File: config.mk
export PLATFORM = sky130hd
export DESIGN_NAME = ima_top
export DESIGN_NICKNAME = d
export VERILOG_FILES = /design/src/design/ima_pkg.sv /design/src/design/ima_top.sv
export SDC_FILE = /design/constraint.sdc
export NUM_CORES = 1
export LEC_CHECK = 0
export ABC_AREA = 1
export BUFFER_PORTS_ARGS = -buffer_cell sky130_fd_sc_hd__buf_4
export CORE_MARGIN = 2
export CORE_UTILIZATION = 55
export CTS_CLUSTER_DIAMETER = 200
export DETAILED_ROUTE_END_ITERATION = 12
export PLACE_DENSITY = 0.84
export SYNTH_ARGS = -nofsm -noshare
export SYNTH_HDL_FRONTEND = slang
export SYNTH_SLANG_ARGS = --single-unit
File: constraint.sdc
create_clock -name CLK_I -period 10.58 [get_ports CLK_I]
set_input_delay 2.116 -clock CLK_I [delete_from_list [all_inputs] [get_ports CLK_I]]
set_output_delay 2.116 -clock CLK_I [all_outputs]
set_load 0.02 [all_outputs]
File: src/design/ima_pkg.sv
// Package of constants for the interrupt mode arbiter
package ima_pkg;
	// Control modes
	localparam logic [1:0] IMA_MODE_0 = 2'h0;
	localparam logic [1:0] IMA_MODE_2 = 2'h2;
	// Number of maskable sources and level width
	localparam int IMA_NSRC = 8;
	localparam int IMA_LVLW = 3;
	localparam logic [2:0] IMA_LVL_MAX = 3'h7;
	// Vector numbers and vector-table spacing
	localparam logic [7:0] IMA_NMI_VEC = 8'h07;
	localparam logic [7:0] IMA_SRC_VEC0 = 8'h10;
	localparam int IMA_VEC_SHIFT = 2;
	// Priority determination states
	localparam int IMA_EXT_STATES = 3;
	localparam int IMA_INT_STATES = 2;
	// Register offsets (byte addresses)
	localparam logic [11:0] IMA_OFF_SYSCTL = 12'h000;
	localparam logic [11:0] IMA_OFF_MASK = 12'h004;
	localparam logic [11:0] IMA_OFF_ENABLE = 12'h008;
	localparam logic [11:0] IMA_OFF_PRIO = 12'h00C;
	localparam logic [11:0] IMA_OFF_DTCSEL = 12'h010;
	localparam logic [11:0] IMA_OFF_STATUS = 12'h014;
	// Field positions
	localparam int IMA_SYS_MODE_LSB = 0;
	localparam int IMA_MASK_I_BIT = 3;
	// Reset values
	localparam logic [31:0] IMA_RST_PRIO = 32'h0000_0000;
endpackage

File: src/design/ima_top.sv
// Interrupt mode arbiter: fixed-priority mode 0 and eight-level mode 2
`timescale 1ns/1ps
// Function
// Two modes, 0 and 2, selected by the system control register.
// Mode 0 uses fixed order; global mask bit masks all but NMI.
// Mode 2 gives each source one of eight levels, masked by level field.
// A source requests only while its enable bit is 1.
// Mode 0: mask bit 1 accepts only NMI; mask 0 accepts requests.
// Mode 0: highest fixed-order pending request wins, others stay pending.
// CPU starts handling only after its current instruction completes.
// Mode 0: CPU stacks PC and condition codes, PC is resume address.
// Mode 0: CPU sets global mask bit after stacking.
// Accepted request yields a vector address; CPU jumps through it.
// Mode 2: highest level wins; ties use fixed order.
// Mode 2: accept only when level strictly above mask level.
// Mode 2: CPU stacks PC, condition codes and extended control.
// Mode 2: CPU clears trace, loads mask with level or seven for NMI.
// Priority determination takes three states external, two internal.
// Instruction end wait is one to nineteen states plus two fetches.
// Stack save uses two accesses in mode 0, three in mode 2.
// Response includes two fetches and two internal states.
// A request may trigger the data transfer controller instead.
// Vector table entry address is four times vector number.
// Mode is static configuration, mode 0 after reset.
module ima_top
	import ima_pkg::*;
#(
	parameter int NSRC = ima_pkg::IMA_NSRC
)(
	// Clock and reset
	input  wire logic                     CLK_I,
	input  wire logic                     SYS_RST_I,
	// APB slave
	input  wire logic                     PSEL_I,
	input  wire logic                     PENABLE_I,
	input  wire logic                     PWRITE_I,
	input  wire logic [11:0]              PADDR_I,
	input  wire logic [31:0]              PWDATA_I,
	output logic      [31:0]              PRDATA_O,
	output logic                          PREADY_O,
	output logic                          PSLVERR_O,
	// Sources: NMI and maskable events, bit 0 highest fixed priority
	input  wire logic                     NMI_I,
	input  wire logic [ima_pkg::IMA_NSRC-1:0] SRC_I,
	input  wire logic [ima_pkg::IMA_NSRC-1:0] SRC_EXT_I,
	// CPU core side
	input  wire logic                     CPU_ACK_I,
	output logic                          CPU_REQ_O,
	output logic      [15:0]              CPU_VEC_ADDR_O,
	output logic      [2:0]               CPU_LEVEL_O,
	output logic                          CPU_NMI_O,
	// Data transfer controller side
	output logic      [ima_pkg::IMA_NSRC-1:0] XFER_START_O
);
	import ima_pkg::*;

	////////////////////////////////////////////////////////////////////
	// Register state
	logic [1:0]        mode_ff, nxt_mode;
	logic              imask_ff, nxt_imask;
	logic [2:0]        lmask_ff, nxt_lmask;
	logic [NSRC-1:0]   en_ff, nxt_en;
	logic [NSRC-1:0]   dsel_ff, nxt_dsel;
	logic [31:0]       prio_ff, nxt_prio;
	logic [31:0]       prdata_ff, nxt_prdata;
	logic              pready_ff, nxt_pready;
	logic              pslverr_ff, nxt_pslverr;
	// Winner of the last determination; declared here since status reads it
	logic              req_ff, nxt_req;
	logic              nmi_ff, nxt_nmi;
	logic [2:0]        lvl_ff, nxt_lvl;
	logic [7:0]        vec_ff, nxt_vec;

	// Level of source i from its three-bit priority field
	function automatic logic [2:0] lvl_of(input logic [31:0] p, input int i);
		lvl_of = p[i*4 +: 3];
	endfunction

	// Vector address is four times the vector number
	function automatic logic [15:0] vec_addr(input logic [7:0] vn);
		vec_addr = {6'h00, vn, 2'h0};
	endfunction

	wire logic acc_phase = PSEL_I && PENABLE_I && !pready_ff;

	// Bus decode; one access completes per access phase, after one wait state
	always_comb begin
		nxt_mode    = mode_ff;
		nxt_imask   = imask_ff;
		nxt_lmask   = lmask_ff;
		nxt_en      = en_ff;
		nxt_dsel    = dsel_ff;
		nxt_prio    = prio_ff;
		nxt_prdata  = prdata_ff;
		nxt_pready  = acc_phase;
		nxt_pslverr = 1'b0;
		if (acc_phase) begin
			unique case (PADDR_I)
				IMA_OFF_SYSCTL: begin
					// Only the two legal codes are stored; other codes keep the mode
					if (PWRITE_I && (PWDATA_I[1:0] == IMA_MODE_0 ||
						PWDATA_I[1:0] == IMA_MODE_2)) begin
						nxt_mode = PWDATA_I[1:0];
					end
					nxt_prdata = {30'h0000_0000, mode_ff};
				end
				IMA_OFF_MASK: begin
					if (PWRITE_I) begin
						nxt_lmask = PWDATA_I[2:0];
						nxt_imask = PWDATA_I[IMA_MASK_I_BIT];
					end
					nxt_prdata = {28'h000_0000, imask_ff, lmask_ff};
				end
				IMA_OFF_ENABLE: begin
					if (PWRITE_I) begin
						nxt_en = PWDATA_I[NSRC-1:0];
					end
					nxt_prdata = {{(32-NSRC){1'b0}}, en_ff};
				end
				IMA_OFF_PRIO: begin
					if (PWRITE_I) begin
						nxt_prio = PWDATA_I;
					end
					nxt_prdata = prio_ff;
				end
				IMA_OFF_DTCSEL: begin
					if (PWRITE_I) begin
						nxt_dsel = PWDATA_I[NSRC-1:0];
					end
					nxt_prdata = {{(32-NSRC){1'b0}}, dsel_ff};
				end
				IMA_OFF_STATUS: begin
					// Pending flag at bit 15, level at bits 10 to 8, vector number below
					nxt_prdata = {16'h0000, req_ff, 4'h0, lvl_ff, vec_ff};
				end
				default: begin
					nxt_prdata  = 32'h0000_0000;
					nxt_pslverr = 1'b1;
				end
			endcase
		end
		// CPU mask update after acceptance, mirroring the core's own stacking
		if (req_ff && CPU_ACK_I) begin
			if (mode_ff == IMA_MODE_0) begin
				nxt_imask = 1'b1;
			end else begin
				nxt_lmask = nmi_ff ? IMA_LVL_MAX : lvl_ff;
			end
		end
	end

	always_ff @(posedge CLK_I or posedge SYS_RST_I) begin
		if (SYS_RST_I) begin
			mode_ff    <= IMA_MODE_0;
			imask_ff   <= 1'b1;
			lmask_ff   <= IMA_LVL_MAX;
			en_ff      <= '0;
			dsel_ff    <= '0;
			prio_ff    <= IMA_RST_PRIO;
			prdata_ff  <= 32'h0000_0000;
			pready_ff  <= 1'b0;
			pslverr_ff <= 1'b0;
		end else begin
			mode_ff    <= nxt_mode;
			imask_ff   <= nxt_imask;
			lmask_ff   <= nxt_lmask;
			en_ff      <= nxt_en;
			dsel_ff    <= nxt_dsel;
			prio_ff    <= nxt_prio;
			prdata_ff  <= nxt_prdata;
			pready_ff  <= nxt_pready;
			pslverr_ff <= nxt_pslverr;
		end
	end

	////////////////////////////////////////////////////////////////////
	// Arbitration
	logic [NSRC-1:0] gated;
	logic            sel_v;
	logic [7:0]      sel_idx;
	logic [2:0]      sel_lvl;
	logic            sel_ext;
	logic            take;

	// Gate by enable; transfer-routed sources never reach the CPU
	always_comb begin
		gated   = SRC_I & en_ff & ~dsel_ff;
		sel_v   = 1'b0;
		sel_idx = 8'h00;
		sel_lvl = 3'h0;
		sel_ext = 1'b0;
		// Scan low index first so ties keep the fixed default order
		for (int i = 0; i < NSRC; i++) begin
			if (gated[i]) begin
				if (mode_ff == IMA_MODE_0) begin
					if (!sel_v) begin
						sel_v = 1'b1;
						sel_idx = 8'(i);
						sel_ext = SRC_EXT_I[i];
					end
				end else if (!sel_v || lvl_of(prio_ff, i) > sel_lvl) begin
					sel_v   = 1'b1;
					sel_idx = 8'(i);
					sel_lvl = lvl_of(prio_ff, i);
					sel_ext = SRC_EXT_I[i];
				end
			end
		end
		if (mode_ff == IMA_MODE_0) begin
			take = sel_v && !imask_ff;
		end else begin
			take = sel_v && (sel_lvl > lmask_ff);
		end
	end

	////////////////////////////////////////////////////////////////////
	// Priority determination and hand-over to the CPU
	typedef enum {IMA_IDLE, IMA_DET, IMA_REQ} ima_st_t;
	ima_st_t         st_ff, nxt_st;
	logic [1:0]      cnt_ff, nxt_cnt;
	logic [15:0]     vaddr_ff, nxt_vaddr;
	// Transfer starts bypass determination entirely, one cycle behind the pins
	logic [NSRC-1:0] xfer_ff, nxt_xfer;

	// Determination lasts three states for pins, two for peripherals
	always_comb begin
		nxt_st    = st_ff;
		nxt_cnt   = cnt_ff;
		nxt_req   = req_ff;
		nxt_nmi   = nmi_ff;
		nxt_lvl   = lvl_ff;
		nxt_vec   = vec_ff;
		nxt_vaddr = vaddr_ff;
		nxt_xfer  = SRC_I & en_ff & dsel_ff;
		unique case (st_ff)
			IMA_IDLE: begin
				if (NMI_I) begin
					nxt_st  = IMA_DET;
					nxt_cnt = 2'(IMA_EXT_STATES - 1);
					nxt_nmi = 1'b1;
				end else if (take) begin
					nxt_st  = IMA_DET;
					nxt_cnt = sel_ext ? 2'(IMA_EXT_STATES - 1) : 2'(IMA_INT_STATES - 1);
					nxt_nmi = 1'b0;
				end
			end
			IMA_DET: begin
				// Rearbitrate each state; a vanished maskable request returns to idle, an NMI runs on
				if (!nmi_ff && !take) begin
					nxt_st = IMA_IDLE;
				end else if (cnt_ff == 2'h1) begin
					nxt_st    = IMA_REQ;
					nxt_req   = 1'b1;
					nxt_lvl   = nmi_ff ? IMA_LVL_MAX : sel_lvl;
					nxt_vec   = nmi_ff ? IMA_NMI_VEC : IMA_SRC_VEC0 + sel_idx;
					nxt_vaddr = vec_addr(nxt_vec);
				end else begin
					nxt_cnt = cnt_ff - 2'h1;
				end
			end
			IMA_REQ: begin
				// Held until the core finishes its instruction and acknowledges
				if (CPU_ACK_I) begin
					nxt_st  = IMA_IDLE;
					nxt_req = 1'b0;
				end
			end
		endcase
	end

	always_ff @(posedge CLK_I or posedge SYS_RST_I) begin
		if (SYS_RST_I) begin
			st_ff    <= IMA_IDLE;
			cnt_ff   <= 2'h0;
			req_ff   <= 1'b0;
			nmi_ff   <= 1'b0;
			lvl_ff   <= 3'h0;
			vec_ff   <= 8'h00;
			vaddr_ff <= 16'h0000;
			xfer_ff  <= '0;
		end else begin
			st_ff    <= nxt_st;
			cnt_ff   <= nxt_cnt;
			req_ff   <= nxt_req;
			nmi_ff   <= nxt_nmi;
			lvl_ff   <= nxt_lvl;
			vec_ff   <= nxt_vec;
			vaddr_ff <= nxt_vaddr;
			xfer_ff  <= nxt_xfer;
		end
	end

	// Outputs straight from flip-flops
	assign PRDATA_O       = prdata_ff;
	assign PREADY_O       = pready_ff;
	assign PSLVERR_O      = pslverr_ff;
	assign CPU_REQ_O      = req_ff;
	assign CPU_VEC_ADDR_O = vaddr_ff;
	assign CPU_LEVEL_O    = lvl_ff;
	assign CPU_NMI_O      = nmi_ff;
	assign XFER_START_O   = xfer_ff;
endmodule // ima_top

# Word-level counts from Yosys, hierarchy flattened
# Cells that the tools add are included.
dict set report op_classes {
  add_sub_neg 2
  magnitude_cmp 8
  eq_ne 15
  muxes 137
  bitwise 5
  n_reduce_logical 43
}
# cell n
set ops {}
lappend ops {{$mux W8} 27}
lappend ops {{$pmux W32 S6} 1}
lappend ops {{$mux W32} 5}
lappend ops {{$pmux W32 S3} 1}
lappend ops {{$mux W3} 30}
lappend ops {{$mux W1} 66}
lappend ops {{$eq A32 B1 Y1 const B} 1}
lappend ops {{$eq A32 B2 Y1 const B} 1}
lappend ops {{$logic_not A32 Y1} 1}
lappend ops {{$and A8 B8 Y8} 3}
lappend ops {{$eq A12 B4 Y1 const B} 2}
lappend ops {{$eq A12 B5 Y1 const B} 2}
lappend ops {{$gt A3 B3 Y1} 8}
lappend ops {{$reduce_and A3 Y1} 6}
lappend ops {{$eq A12 B3 Y1 const B} 1}
lappend ops {{$logic_not A12 Y1} 1}
lappend ops {{$logic_not A1 Y1} 11}
lappend ops {{$mux W2} 5}
lappend ops {{$add A5 B8 Y8 const A} 1}
lappend ops {{$logic_or A1 B1 Y1} 8}
lappend ops {{$ne A2 B2 Y1 const B} 4}
lappend ops {{$not A8 Y8} 1}
lappend ops {{$reduce_and A4 Y1} 2}
lappend ops {{$logic_and A1 B1 Y1} 7}
lappend ops {{11 further kinds} 15}
dict set report word_totals {
  ff_bits 143
  in_bits 67
  output_inout_bits 63
  wordCells 226
}

# Depth between registers and ports, before layout
# Gate-level depths: netlist (run 1).
dict set report depth {
  word_depth 45
  depth_mapped 81
}

# Least setup slack after synthesis (run 1)
# Ideal clock, no wire load.
dict set report synth_timing {
  path_kind {input-to-reg}
  startpoint {input port SRC_I[0] (netlist bit)}
  endpoint {register vec_ff[2]}
  arrival_ns 10.920
  setup_slack_ns -0.465
  path_stages 72
  path_buffers 0
  path_cell_list {inv_2 > nor3_4 > nand3_1 > ha_1 > a21oi_1 > nand2_1 > nand2_1 > nand2_2 > nand2_1 > nor2_1 > a21oi_1 > ha_1 > nor2_1 > nand2_1 > nand3_1 > nand3_2 > nand2_2 > nand2_4 > [36 not listed] > nand2_1 > nand3_1 > o21ai_1 > inv_1 > ha_1 > nand2_1 > nor2_1 > a211oi_1 > a31oi_1 > o221ai_1 > nand2_1 > nand2_1 > nor2_1 > nand2_1 > a31oi_1 > nand2_1 > o32ai_1 > inv_1}
}
dict set report synth_via {
  elab_chain_cells 45
}
# element line_no
set synth_lines {}
lappend synth_lines {{start, declared} ima_top.sv:44} ;# input wire logic [ima_pkg::IMA_NSRC-1:0] SRC_I,
lappend synth_lines {{$and A8 B8 Y8 (*) (2 in a row)} ima_top.sv:187} ;# gated = SRC_I & en_ff & ~dsel_ff;
lappend synth_lines {{$mux W3 / $mux W1 (equally long branches)} ima_top.sv:194} ;# if (gated[i]) begin
lappend synth_lines {{$gt A3 B3 Y1 / $logic_not A1 Y1 (equally long branches)} ima_top.sv:201} ;# end else if (!sel_v || lvl_of(prio_ff, i) > sel_lvl) begin
lappend synth_lines {{$logic_or A1 B1 Y1} ima_top.sv:201}
lappend synth_lines {{$mux W3 / $mux W1 (equally long branches)} ima_top.sv:201}
lappend synth_lines {{$mux W3 / $mux W1 (equally long branches)} ima_top.sv:195} ;# if (mode_ff == IMA_MODE_0) begin
lappend synth_lines {{$mux W3 / $mux W1 (equally long branches)} ima_top.sv:194}
lappend synth_lines {{$gt A3 B3 Y1 / $logic_not A1 Y1 (equally long branches)} ima_top.sv:201}
lappend synth_lines {{[28 not listed]} --}
lappend synth_lines {{$mux W3} ima_top.sv:194}
lappend synth_lines {{$gt A3 B3 Y1} ima_top.sv:212} ;# take = sel_v && (sel_lvl > lmask_ff);
lappend synth_lines {{$logic_and A1 B1 Y1} ima_top.sv:212}
lappend synth_lines {{$mux W1} ima_top.sv:209} ;# if (mode_ff == IMA_MODE_0) begin
lappend synth_lines {{$logic_not A1 Y1} ima_top.sv:249} ;# if (!nmi_ff && !take) begin
lappend synth_lines {{$logic_and A1 B1 Y1} ima_top.sv:249}
lappend synth_lines {{$not A1 Y1 (no source line)} --}
lappend synth_lines {{$reduce_and A3 Y1 (no source line)} --}
lappend synth_lines {{end signal, assigned} ima_top.sv:287} ;# vec_ff <= nxt_vec;
lappend synth_lines {{end, declared} ima_top.sv:72} ;# logic [7:0] vec_ff, nxt_vec;
# Mark *: on every way between the ends. The rest lies on a longest branch, timed or not.
# A chain may end at the register's enable or synchronous reset.

# Worst setup path in the final report (run 1)
dict set report layout_timing {
  startpoint {input port SRC_I[0] (netlist bit)}
  endpoint {register cnt_ff[1]}
}
dict set report layout_via {
  elab_chain_cells 45
}
# element line_no
set layout_lines {}
lappend layout_lines {{$and A8 B8 Y8 (*) (2 in a row)} ima_top.sv:187}
lappend layout_lines {{$mux W3 / $mux W1 (equally long branches)} ima_top.sv:194}
lappend layout_lines {{$gt A3 B3 Y1 / $logic_not A1 Y1 (equally long branches)} ima_top.sv:201}
lappend layout_lines {{$logic_or A1 B1 Y1} ima_top.sv:201}
lappend layout_lines {{$mux W3 / $mux W1 (equally long branches)} ima_top.sv:201}
lappend layout_lines {{$mux W3 / $mux W1 (equally long branches)} ima_top.sv:195}
lappend layout_lines {{$mux W3 / $mux W1 (equally long branches)} ima_top.sv:194}
lappend layout_lines {{$gt A3 B3 Y1 / $logic_not A1 Y1 (equally long branches)} ima_top.sv:201}
lappend layout_lines {{[28 not listed]} --}
lappend layout_lines {{$mux W3} ima_top.sv:194}
lappend layout_lines {{$gt A3 B3 Y1} ima_top.sv:212}
lappend layout_lines {{$logic_and A1 B1 Y1} ima_top.sv:212}
lappend layout_lines {{$mux W1} ima_top.sv:209}
lappend layout_lines {{$logic_not A1 Y1} ima_top.sv:249}
lappend layout_lines {{$logic_and A1 B1 Y1} ima_top.sv:249}
lappend layout_lines {{$ne A2 B2 Y1 (no source line)} --}
lappend layout_lines {{$reduce_and A4 Y1 (no source line)} --}
lappend layout_lines {{end signal, assigned} ima_top.sv:283} ;# cnt_ff <= nxt_cnt;
lappend layout_lines {{end, declared} ima_top.sv:220} ;# logic [1:0] cnt_ff, nxt_cnt;
# Mark *: on every way between the ends. The rest lies on a longest branch, timed or not. The select of a mux whose other input is x is not followed.

==> results of run 1 <==
==> cells by family (layout without fill, tap and decap cells) <==
logic type / count (synthesis) / in the layout
DFF: 109 / 109
buffers and inverters: 145 / 308
muxes: 24 / 24
and+or+nand+nor: 274 / 274
other: 1 / 12
AOI/OAI and AO/OA: 161 / 161
adders and majority gates: 18 / 18
==> registers in the layout (all words and copies together) (netlist names), 2 cells and up <==
signal	cells
CPU_LEVEL_O	3
st_ff	2
PRDATA_O	32
mode_ff	2
cnt_ff	2
dsel_ff	8
prio_ff	32
lmask_ff	3
XFER_START_O	8
vec_ff	4
en_ff	8
==> Yosys cell counts, types with 12 or more instances <==
cell type    n  area share, %
buf_4       12            1.5
nand3_1     28            2.3
o31ai_1     14            1.7
a21oi_1     22            1.8
nor2_1      37            2.3
nand2_2     17            1.7
dfrtp_1    105             43
inv_1      112            6.9
ha_1        18            3.7
nor3_1      17            1.4
clkbuf_1    15           0.92
mux2_2      24            4.4
nand2_1    143            8.8
o21ai_0     77            6.3
==> how the worst min path moves through the flow <==
stage	startpoint	slack, ns	end	cells past startpoint
6_report	PRDATA_O[31]	0.49	PRDATA_O[31]	2
2_1_floorplan	en_ff[1]	0.45	en_ff[1]	2
3_5_place_dp	PRDATA_O[8]	0.47	PRDATA_O[8]	2
4_1_cts	PRDATA_O[8]	0.50	PRDATA_O[8]	2
5_1_grt	en_ff[2]	0.52	en_ff[2]	2
3_3_place_gp	PRDATA_O[16]	0.47	PRDATA_O[16]	2
==> power groups by stage <==
stage | clock network [W] | logic [W] | registers (W)
5_1_grt | 0.000268 | 0.000226 | 0.000462
4_1_cts | 0.000254 | 0.000188 | 0.000459
3_5_place_dp | 0 | 0.000186 | 0.000467
2_1_floorplan | 0 | 0.0000928 | 0.000477
6_report | 0.000253 | 0.000208 | 0.000460
3_3_place_gp | 0 | 0.000178 | 0.000467
==> repair_timing <==
item | 4_1_cts | 5_1_grt
buffers inserted | 6 | 14
resized for setup | 19 | 61
setup endpoints to repair | 4 | 13
pin swaps | 22 | 53
==> routing by layer <==
layer	track usage, %	wire length (µm)	up-vias
met5	0	0	-
met4	11.8	448	0
met3	6.70	1330	42
met2	49.7	8880	262
met1	38.5	7420	2838
li1	-	-	2742
==> area by class of cell <==
| cell class | count | share of cell area (%) |
|---|---|---|
| multi-input cells | 489 | 39.3 |
| flip-flops and latches | 109 | 34.0 |
| inverters | 116 | 5.56 |
| clock inverters | 7 | 0.794 |
| repair buffers | 176 | 16.6 |
| well taps | 140 | 2.18 |
| clock buffers | 9 | 1.54 |
==> worst min-delay path, stage by stage (launching register included) <==
cell	delay (ns)
dfrtp_1	0.36
nand2_1	0.05
o21ai_0	0.06
==> stage by stage <==
step / cells / utilization, %
after global placement: 1010 / 68.0
after floorplan: 743 / -
after global routing: 1046 / 74.2
final: 1046 / 74.2
after CTS: 1032 / 70.9
after detailed placement: 1010 / 68.0
==> metrics.md, run 1 <==
| Metric | Value |
|---|---|
| Status | finished, violations left |
| Failing checks | setup timing |
| DR vias | 5884 |
| Slew Limit Fails | 0 |
| Post-synthesis compound-gate area fraction | 15.8% |
| Cells on worst reg2reg path | 76 |
| XOR/XNOR Fraction of Synth Area | 0% |
| Startpoint Class | input pin |
| Root buffer cell | clkbuf_8 |
| WL per Instance | around 17 µm |
| CTS tree | done |
| Synthesized area | 6100 µm² |
| Main combinational cell family by area after synthesis | simple AND/OR/NAND/NOR gates |
| Pin count of the biggest net entering global routing | 58 |
| Crit. End Element | flop |
| Drt pass-1 iters | 5 |
| Area of the multi-input gates | 3160 µm² |
| Number of synthesized flops with an enable pin | 0 |
| Pleak | 3.89 nW |
| Detail-routed via count per cell | 5.63 |
| Mux contribution to synthesized area | 4.43% |
| Number of buffers and inverters on the critical path | 11 |
| Nets | 986 |
| Initial DRC count | 537 |
| Initial antenna violation count | 0 |
| Pwr per Cell Area | 115 nW/µm² |
| Worst Hold Slack | a little under 0.5 ns |
| P&R area growth vs syn | 31.8% |
| Reg2reg end | cnt_ff[1] |
| CTS Sinks | 109 |
| Sequential share of power | 49.9% |
| Die H | 109 µm |
| Layout filler cell count | ~780 |
| Total CTS buffers | 9 |
| Hold-fix buffers, CTS | 0 |
| Critical path's top delay family | simple AND/OR/NAND/NOR gates |
| Worst Slack Setup Final | -0.225 ns |
| Switching power | roughly 0.00031 W |
| Commonest non-fill, non-tap cell in the layout | buf_4 |
| Seq/Total Area, Yosys | 44.8% |
| Final setup TNS | -1.77 ns |
| Later-pin clock latency in the skew report | approximately 0.4 ns |
| Adder-Cell Fraction of Synth Area | 3.69% |
| Cell area after layout | around 8000 µm² |
| Critical R2R Launch | dsel_ff[0] |
| Final Power | 0.000922 W |
| Most used cell, CP | nand2_2 |
| Maximum clock insertion buffer count | 2 |
| IO Port Bufs | 117 |
| Post-synthesis cell count | ~730 |
| Reg-to-reg slack, setup | 1.07 ns |
| I/O pin cnt | 130 |
| Max Cap Viol | 0 |
| H-tree levels | 3 |
| DRC Markers | 0 |
| Fmax | 0.0926 GHz |
| # diodes | 0 |
| Crit share post-route | 102% |
| Die area | 12000 µm² |
| Worst Setup EP | cnt_ff[1] |
| Fin crit period | roughly 11 ns |
| Crit path max fanout | 6 |
| Synth Area in Simple Gates | between 20% and 30% |
| Area after DPL | 7370 µm² |
| Switching share of power | 33.2% |
| Crit Path Category | in -> reg |
| Hold Vio Cnt, Final | 0 |
| Avg Synthesized Cell Area | 8.34 µm² |
| Worst hold path type | reg -> reg |
| Peak supply drop | 144 µV |
| First-pass GRT wire length | 27300 µm |
| Top FF cell, synth | dfrtp_1 |
| Congestion Overflow GR | 0 |
| Largest stage delay on the critical path | 0.31 ns |
| Slew HR | 36.1% |
| Synth unique cells | 48 |
| Worst Tran Pin Value | between 0.9 and 1 ns |
| Gate power share | 22.6% |
| Half-perimeter wire length after placement | ~13000 µm |
| Initial Util | 56.3% |
| Layout cells sized above 1 | about 36% |
| Detail Route Antenna Nets | 0 |
| RePlAce Congestion | 0.962 |
| Row cnt | 38 |
| Clock skew | 0.0182 ns |
| WP data arrival | 11.10 ns |
| Worst Path Required | 10.87 ns |
| Syn. warnings | 0 |
| Most frequent cells in the layout | 172 x buf_4, 128 x nand2_1, 105 x dfrtp_1, 105 x inv_1, 64 x o21ai_0 |
| Core area | 10800 µm² |
| Die extent in x | 109 µm |
| Seq. cell area | 2730 µm² |
| Unrepaired setup endpoints after global routing | true |
| Ys async rst share | 100% |
| Vias in the first global route | about 5700 |
| CP startpoint | SRC_I[0] |
| Yosys reg bits | 109 |
| CP max-delay cell | ha_1 |
| Setup Slack @ Placement | -0.567 ns |
| Clk pin slew, worst setup/hold paths | between 0.1 and 0.15 ns |
| Global Route Usage Sum | 30.1% |
| Total routed wirelength | 18100 µm |
| WP depth | 78 |
| # setup viols final | 11 |
| Internal power | 0.000616 W |
| Clock share of power | 27.5% |
(Power assumes the default switching activity.)
==> inputs of run 2 (changes only) <==
Clock period 10.58 ns to 11.6 ns, I/O delays scaled along.
==> run 2 against run 1 <==
Effect of this change:
- the flow now finishes without violations
- sequential power is 8.9% lower
- sequential cell count stayed put
- via count is 4.3% lower
- clock skew is 0.0034 ns lower
- wire length is 9.4% lower
==> metrics.md, run 2 (synthesis gave the netlist of run 1 again) <==
| Metric | Value |
|---|---|
| Vias in the first global route | 5199 (-8.6%) |
| Cells on worst reg2reg path | 74 (-2.6%) |
| Startpoint Class | input pin |
| Hold-fix buffers, CTS | 0 (unchanged) |
| WP data arrival | 11.44 ns (+0.34 ns) |
| Crit share post-route | 96.1% |
| Fmax | 0.0897 GHz |
| Most frequent cells in the layout | 148 x buf_4, 133 x nand2_1, 107 x inv_1 |
| I/O pin cnt | 130 (unchanged) |
| WL met3 | 1250 µm (-6.6%) |
| Crit Path Category | in -> reg |
| Top Metal Used | met4 |
| Congestion Overflow GR | 0 (unchanged) |
| Sink of the worst hold path | PRDATA_O[8] |
| Clock skew | 0.0148 ns (-0.00341 ns) |
| Die area | 12000 µm² (unchanged) |
| Nets | 958 (-2.8%) |
| Reg-to-reg slack, setup | 1.99 ns (+0.92 ns) |
| Hold Vio Cnt, Final | 0 (unchanged) |
| Half-perimeter wire length after placement | 11500 µm (-9.5%) |
| Crit path max fanout | 6 (unchanged) |
| Slew HR | 19.3% (-17 points) |
| CTS Sinks | 109 (unchanged) |
| Final setup TNS | 0 ns (+1.77 ns) |
| Later-pin clock latency in the skew report | 0.40 ns (about the same) |
| RePlAce Congestion | 0.929 (-3.4%) |
| DRC Markers | 0 (unchanged) |
| Drt pass-1 iters | 5 (unchanged) |
| Pin count of the biggest net entering global routing | 63 (+8.6%) |
| # setup viols final | 0 (-11) |
| Clk pin slew, worst setup/hold paths | 0.11 ns (about the same) |
| Largest stage delay on the critical path | 0.32 ns (about the same) |
| CP max-delay cell | ha_1 |
| Global Route Usage Sum | 27.1% (-3.0 points) |
| First-pass GRT wire length | 24900 µm (-8.9%) |
| CTS tree | done |
| Met1 WL | 6790 µm (-8.6%) |
| Slew Limit Fails | 0 (unchanged) |
| Pleak | 3.73 nW (-4.0%) |
| Initial Util | 56.3% (unchanged) |
| Hold Path Depth | 2 (unchanged) |
| Crit. End Element | flop |
| Detail-routed via count per cell | 5.53 (-1.7%) |
| Status | complete, no violations |
| P&R area growth vs syn | 27.0% |
| Pwr per Cell Area | 104 nW/µm² (-9.6%) |
| Routed length on met2 | 8090 µm (-8.9%) |
| H-tree levels | 3 (unchanged) |
| Total routed wirelength | 16400 µm (-9.4%) |
| Core Util, Final | 71.5% (-2.7 points) |
| Fin crit period | 11.14 ns |
| Die H | 109 µm (unchanged) |
| Most used cell, CP | nand2_2 |
| Critical R2R Launch | mode_ff[1] |
| Layout cells sized above 1 | 31.9% (-4.2 points) |
| Initial DRC count | 450 (-16%) |
| Layout filler cell count | 819 (+5.5%) |
| IO Port Bufs | 117 (unchanged) |
| Max Cap Viol | 0 (unchanged) |
| Peak supply drop | 106 µV (-27%) |
| Hold path startpoint | PRDATA_O[8] |
| Root buffer cell | clkbuf_8 |
| Worst Path Required | 11.90 ns (+1.03 ns) |
| Core area | 10800 µm² (unchanged) |
| Row cnt | 38 (unchanged) |
| Worst Tran Pin Value | 1.20 ns (+0.246 ns) |
| Detail Route Antenna Nets | 0 (unchanged) |
| Die extent in x | 109 µm (unchanged) |
| Maximum clock insertion buffer count | 2 (unchanged) |
| # diodes | 0 (unchanged) |
| Total CTS buffers | 9 (unchanged) |
| WL per Instance | 16.1 µm (-6.9%) |
| DR vias | 5632 (-4.3%) |
| Reg2reg end | vec_ff[2] |
| Initial antenna violation count | 0 (unchanged) |
| Commonest non-fill, non-tap cell in the layout | buf_4 |
| Worst hold path type | reg -> reg |
-- run 2: worst max path at each step --
| stage | start | to | slack, ns | depth (start not counted) |
|---|---|---|---|---|
| 2_1_floorplan | SRC_I[0] | vec_ff[2] | 0.35 | 72 |
| 4_1_cts | SRC_I[0] | vec_ff[2] | 0.07 | 73 |
| 5_1_grt | SRC_I[0] | vec_ff[2] | -0.22 | 77 |
| 6_report | SRC_I[0] | vec_ff[2] | 0.46 | 75 |
| 3_3_place_gp | SRC_I[0] | vec_ff[2] | 0.07 | 73 |
| 3_5_place_dp | SRC_I[0] | vec_ff[2] | -0.49 | 73 |
-- run 2: report_power, final --
part           internal [W]  leakage [nW]  switching [W]
registers          0.000400          1.46      0.0000187
clock network     0.0000836        0.0824       0.000132
logic             0.0000682          2.19       0.000100
-- run 2: routing by layer --
layer  vias up  GRT usage, %
met4         0          9.95
met1      2672          36.3
met5         -             0
met3        29          5.04
met2       243          44.0
li1       2688             -
-- run 2: area by class of cell --
class                   instances  area (µm²)  area share (%)
multi-input cells             489        3120            40.3
flip-flops and latches        109        2730            35.3
repair buffers                148        1110            14.3
inverters                     116         438            5.65
well taps                     140         175            2.26
clock buffers                  12         145            1.87
clock inverters                 4        25.0           0.323
-- run 2: critical path: cells and delay by family --
kind / cells / cell delay [ns]
adders and majority gates: 8 / 2.08
and+or+nand+nor: 40 / 3.86
buffers and inverters: 8 / 0.50
AOI/OAI and AO/OA: 19 / 2.70
-- run 2: repair_timing --
action                                  CTS  global route
endpoints found under the setup margin    4            13
endpoints found under the hold margin     0             0
pin swaps                                 0            39
setup buffers                             0             9
gates resized for setup                   2            65
-- run 2: metrics by stage --
step	power, W	cells	instance area [µm²]	hold WS [ns]	setup WS (ns)
2_1_floorplan	0.000519	743	6140	0.453	0.351
3_3_place_gp	0.000586	993	7200	0.467	0.0687
3_5_place_dp	0.000588	993	7200	0.469	-0.493
4_1_cts	0.000797	1009	7370	0.494	0.0650
5_1_grt	0.000839	1018	7750	0.522	-0.222
6_report	0.000803	1018	7750	0.490	0.457
==> inputs of run 3 (changes only) <==
Settings changed: CORE_MARGIN 2 to default, SKIP_CTS_REPAIR_TIMING from default to 1.
==> run 3 against run 2 <==
Effect of this change:
- utilization grew 0.66 points
- combinational power is essentially flat
- setup slack lost 0.25 ns
- worst hold slack gained 0.0047 ns
- power grew 2.2%
- critical endpoint unchanged
==> metrics.md, run 3 (synthesis gave the netlist of run 1 again) <==
| Metric | Value |
|---|---|
| Congestion Overflow GR | 0 (unchanged) |
| DR vias | 5910 (+4.9%) |
| Die H | 107 µm (-1.8%) |
| I/O pin cnt | 130 (unchanged) |
| P&R area growth vs syn | 28.2% |
| Crit share post-route | 98.2% (+2.1 points) |
| Drt pass-1 iters | 5 (unchanged) |
| Global Route Usage Sum | 29.6% (+2.5 points) |
| Cell area after layout | 7820 µm² (+0.92%) |
| Total routed wirelength | 17500 µm (+6.6%) |
| Hold Vio Cnt, Final | 0 (unchanged) |
| Worst hold path type | reg -> reg |
| Half-perimeter wire length after placement | 11700 µm (+1.1%) |
| Area after DPL | 7180 µm² (-0.21%) |
| Total CTS buffers | 9 (unchanged) |
| Critical R2R Launch | dsel_ff[0] |
| RePlAce Congestion | 0.908 (-2.3%) |
| Worst Hold Slack | 0.495 ns (+0.00471 ns) |
| # setup viols final | 0 (unchanged) |
| Row cnt | 38 (unchanged) |
| H-tree levels | 3 (unchanged) |
| Layout cells sized above 1 | 33.3% (+1.4 points) |
| Initial Util | 56.3% (unchanged) |
| WL per Instance | 17.1 µm (+5.9%) |
| Crit Path Category | in -> reg |
| Die extent in x | 107 µm (-1.8%) |
| CP max-delay cell | ha_2 |
| # diodes | 0 (unchanged) |
| Largest stage delay on the critical path | 0.32 ns (about the same) |
| Hold path startpoint | en_ff[7] |
| Maximum clock insertion buffer count | 2 (unchanged) |
| Initial antenna violation count | 0 (unchanged) |
| Seq. cell area | 2730 µm² (unchanged) |
| Final setup TNS | 0 ns (unchanged) |
| Clk pin slew, worst setup/hold paths | 0.11 ns (about the same) |
| Cells on worst reg2reg path | 75 (+1.4%) |
| First-pass GRT wire length | 26300 µm (+5.6%) |
| Detail Route Antenna Nets | 0 (unchanged) |
| Area of the multi-input gates | 3130 µm² (+0.20%) |
| Worst Tran Pin Value | 1.15 ns (-0.0549 ns) |
| Startpoint Class | input pin |
| CTS tree | done |
| IO Port Bufs | 117 (unchanged) |
| Fmax | 0.0878 GHz (-2.2%) |
| Die area | 11500 µm² (-3.6%) |
| CP startpoint | SRC_I[0] |
| Pleak | 3.78 nW (+1.2%) |
| Hold Path Depth | 2 (unchanged) |
| DRC Markers | 0 (unchanged) |
| Crit. End Element | flop |
| Most frequent cells in the layout | 155 x buf_4, 131 x nand2_1, 106 x inv_1 |
| Slew HR | 23.5% (+4.3 points) |
| Fin crit period | 11.39 ns (+0.248 ns) |
| Commonest non-fill, non-tap cell in the layout | buf_4 |
| CTS Sinks | 109 (unchanged) |
| Nets | 965 (+0.73%) |
| Worst Path Required | 11.88 ns (-0.02 ns) |
| WP data arrival | 11.67 ns (+0.23 ns) |
| Layout filler cell count | 799 (-2.4%) |
| Status | complete, no violations |
| Max Cap Viol | 0 (unchanged) |
| Root buffer cell | clkbuf_8 |
| Pin count of the biggest net entering global routing | 90 (+43%) |
| Later-pin clock latency in the skew report | 0.40 ns (about the same) |
| Clock skew | 0.0189 ns (+0.00402 ns) |
| Detail-routed via count per cell | 5.77 (+4.2%) |
| Peak supply drop | 106 µV (+0.38%) |
| Initial DRC count | 550 (+22%) |
| Pwr per Cell Area | 105 nW/µm² (+1.3%) |
| Most used cell, CP | nand2_2 |
| Core area | 10800 µm² (unchanged) |
| Vias in the first global route | 5452 (+4.9%) |
| Slew Limit Fails | 0 (unchanged) |
| Crit path max fanout | 6 (unchanged) |
[run 3: area by class of cell]
type                    count  area share (%)
flip-flops and latches    109            34.9
inverters                 116            5.60
clock inverters             6           0.576
clock buffers              10            1.76
multi-input cells         489            40.0
repair buffers            155            14.9
well taps                 140            2.24
[run 3: worst paths after layout]
kind                              endpoint  slack (ns)
max reg2reg                      vec_ff[2]        1.75
min reg2reg                       en_ff[7]        0.49
min                               en_ff[7]        0.49
max                              vec_ff[2]        0.21
max in group asynchronous        vec_ff[2]        8.30
min in group asynchronous  XFER_START_O[1]        1.85
[run 3: routing by layer]
layer / global-route usage, % / wire [µm] / up-vias
li1: - / - / 2713
met1: 38.6 / 6680 / 2800
met2: 48.7 / 8610 / 334
met3: 5.08 / 1520 / 63
met4: 12.8 / 661 / 0
met5: 0 / 0 / -
[run 3: power breakdown]
group          internal, W  total (W)  switching (W)
Clock            0.0000863   0.000232       0.000145
Sequential        0.000400   0.000419      0.0000191
Combinational    0.0000686   0.000170       0.000102
[run 3: through the flow]
step           worst slack [ns]  util, %  total power (W)  cells
2_1_floorplan             0.351        -         0.000519    743
3_3_place_gp             0.0835     66.3         0.000586    991
3_5_place_dp             -0.587     66.3         0.000588    991
4_1_cts                  -0.376     68.0         0.000806   1007
5_1_grt                  -0.404     72.2         0.000850   1025
6_report                  0.209     72.2         0.000821   1025
[run 3: critical path: cells and delay by family]
kind	cells	cell delay, ns
AO/OA/AOI/OAI	17	2.27
adder cells (fa/ha/maj)	8	2.29
buffers and inverters	8	0.54
AND/OR/NAND/NOR	44	4.22
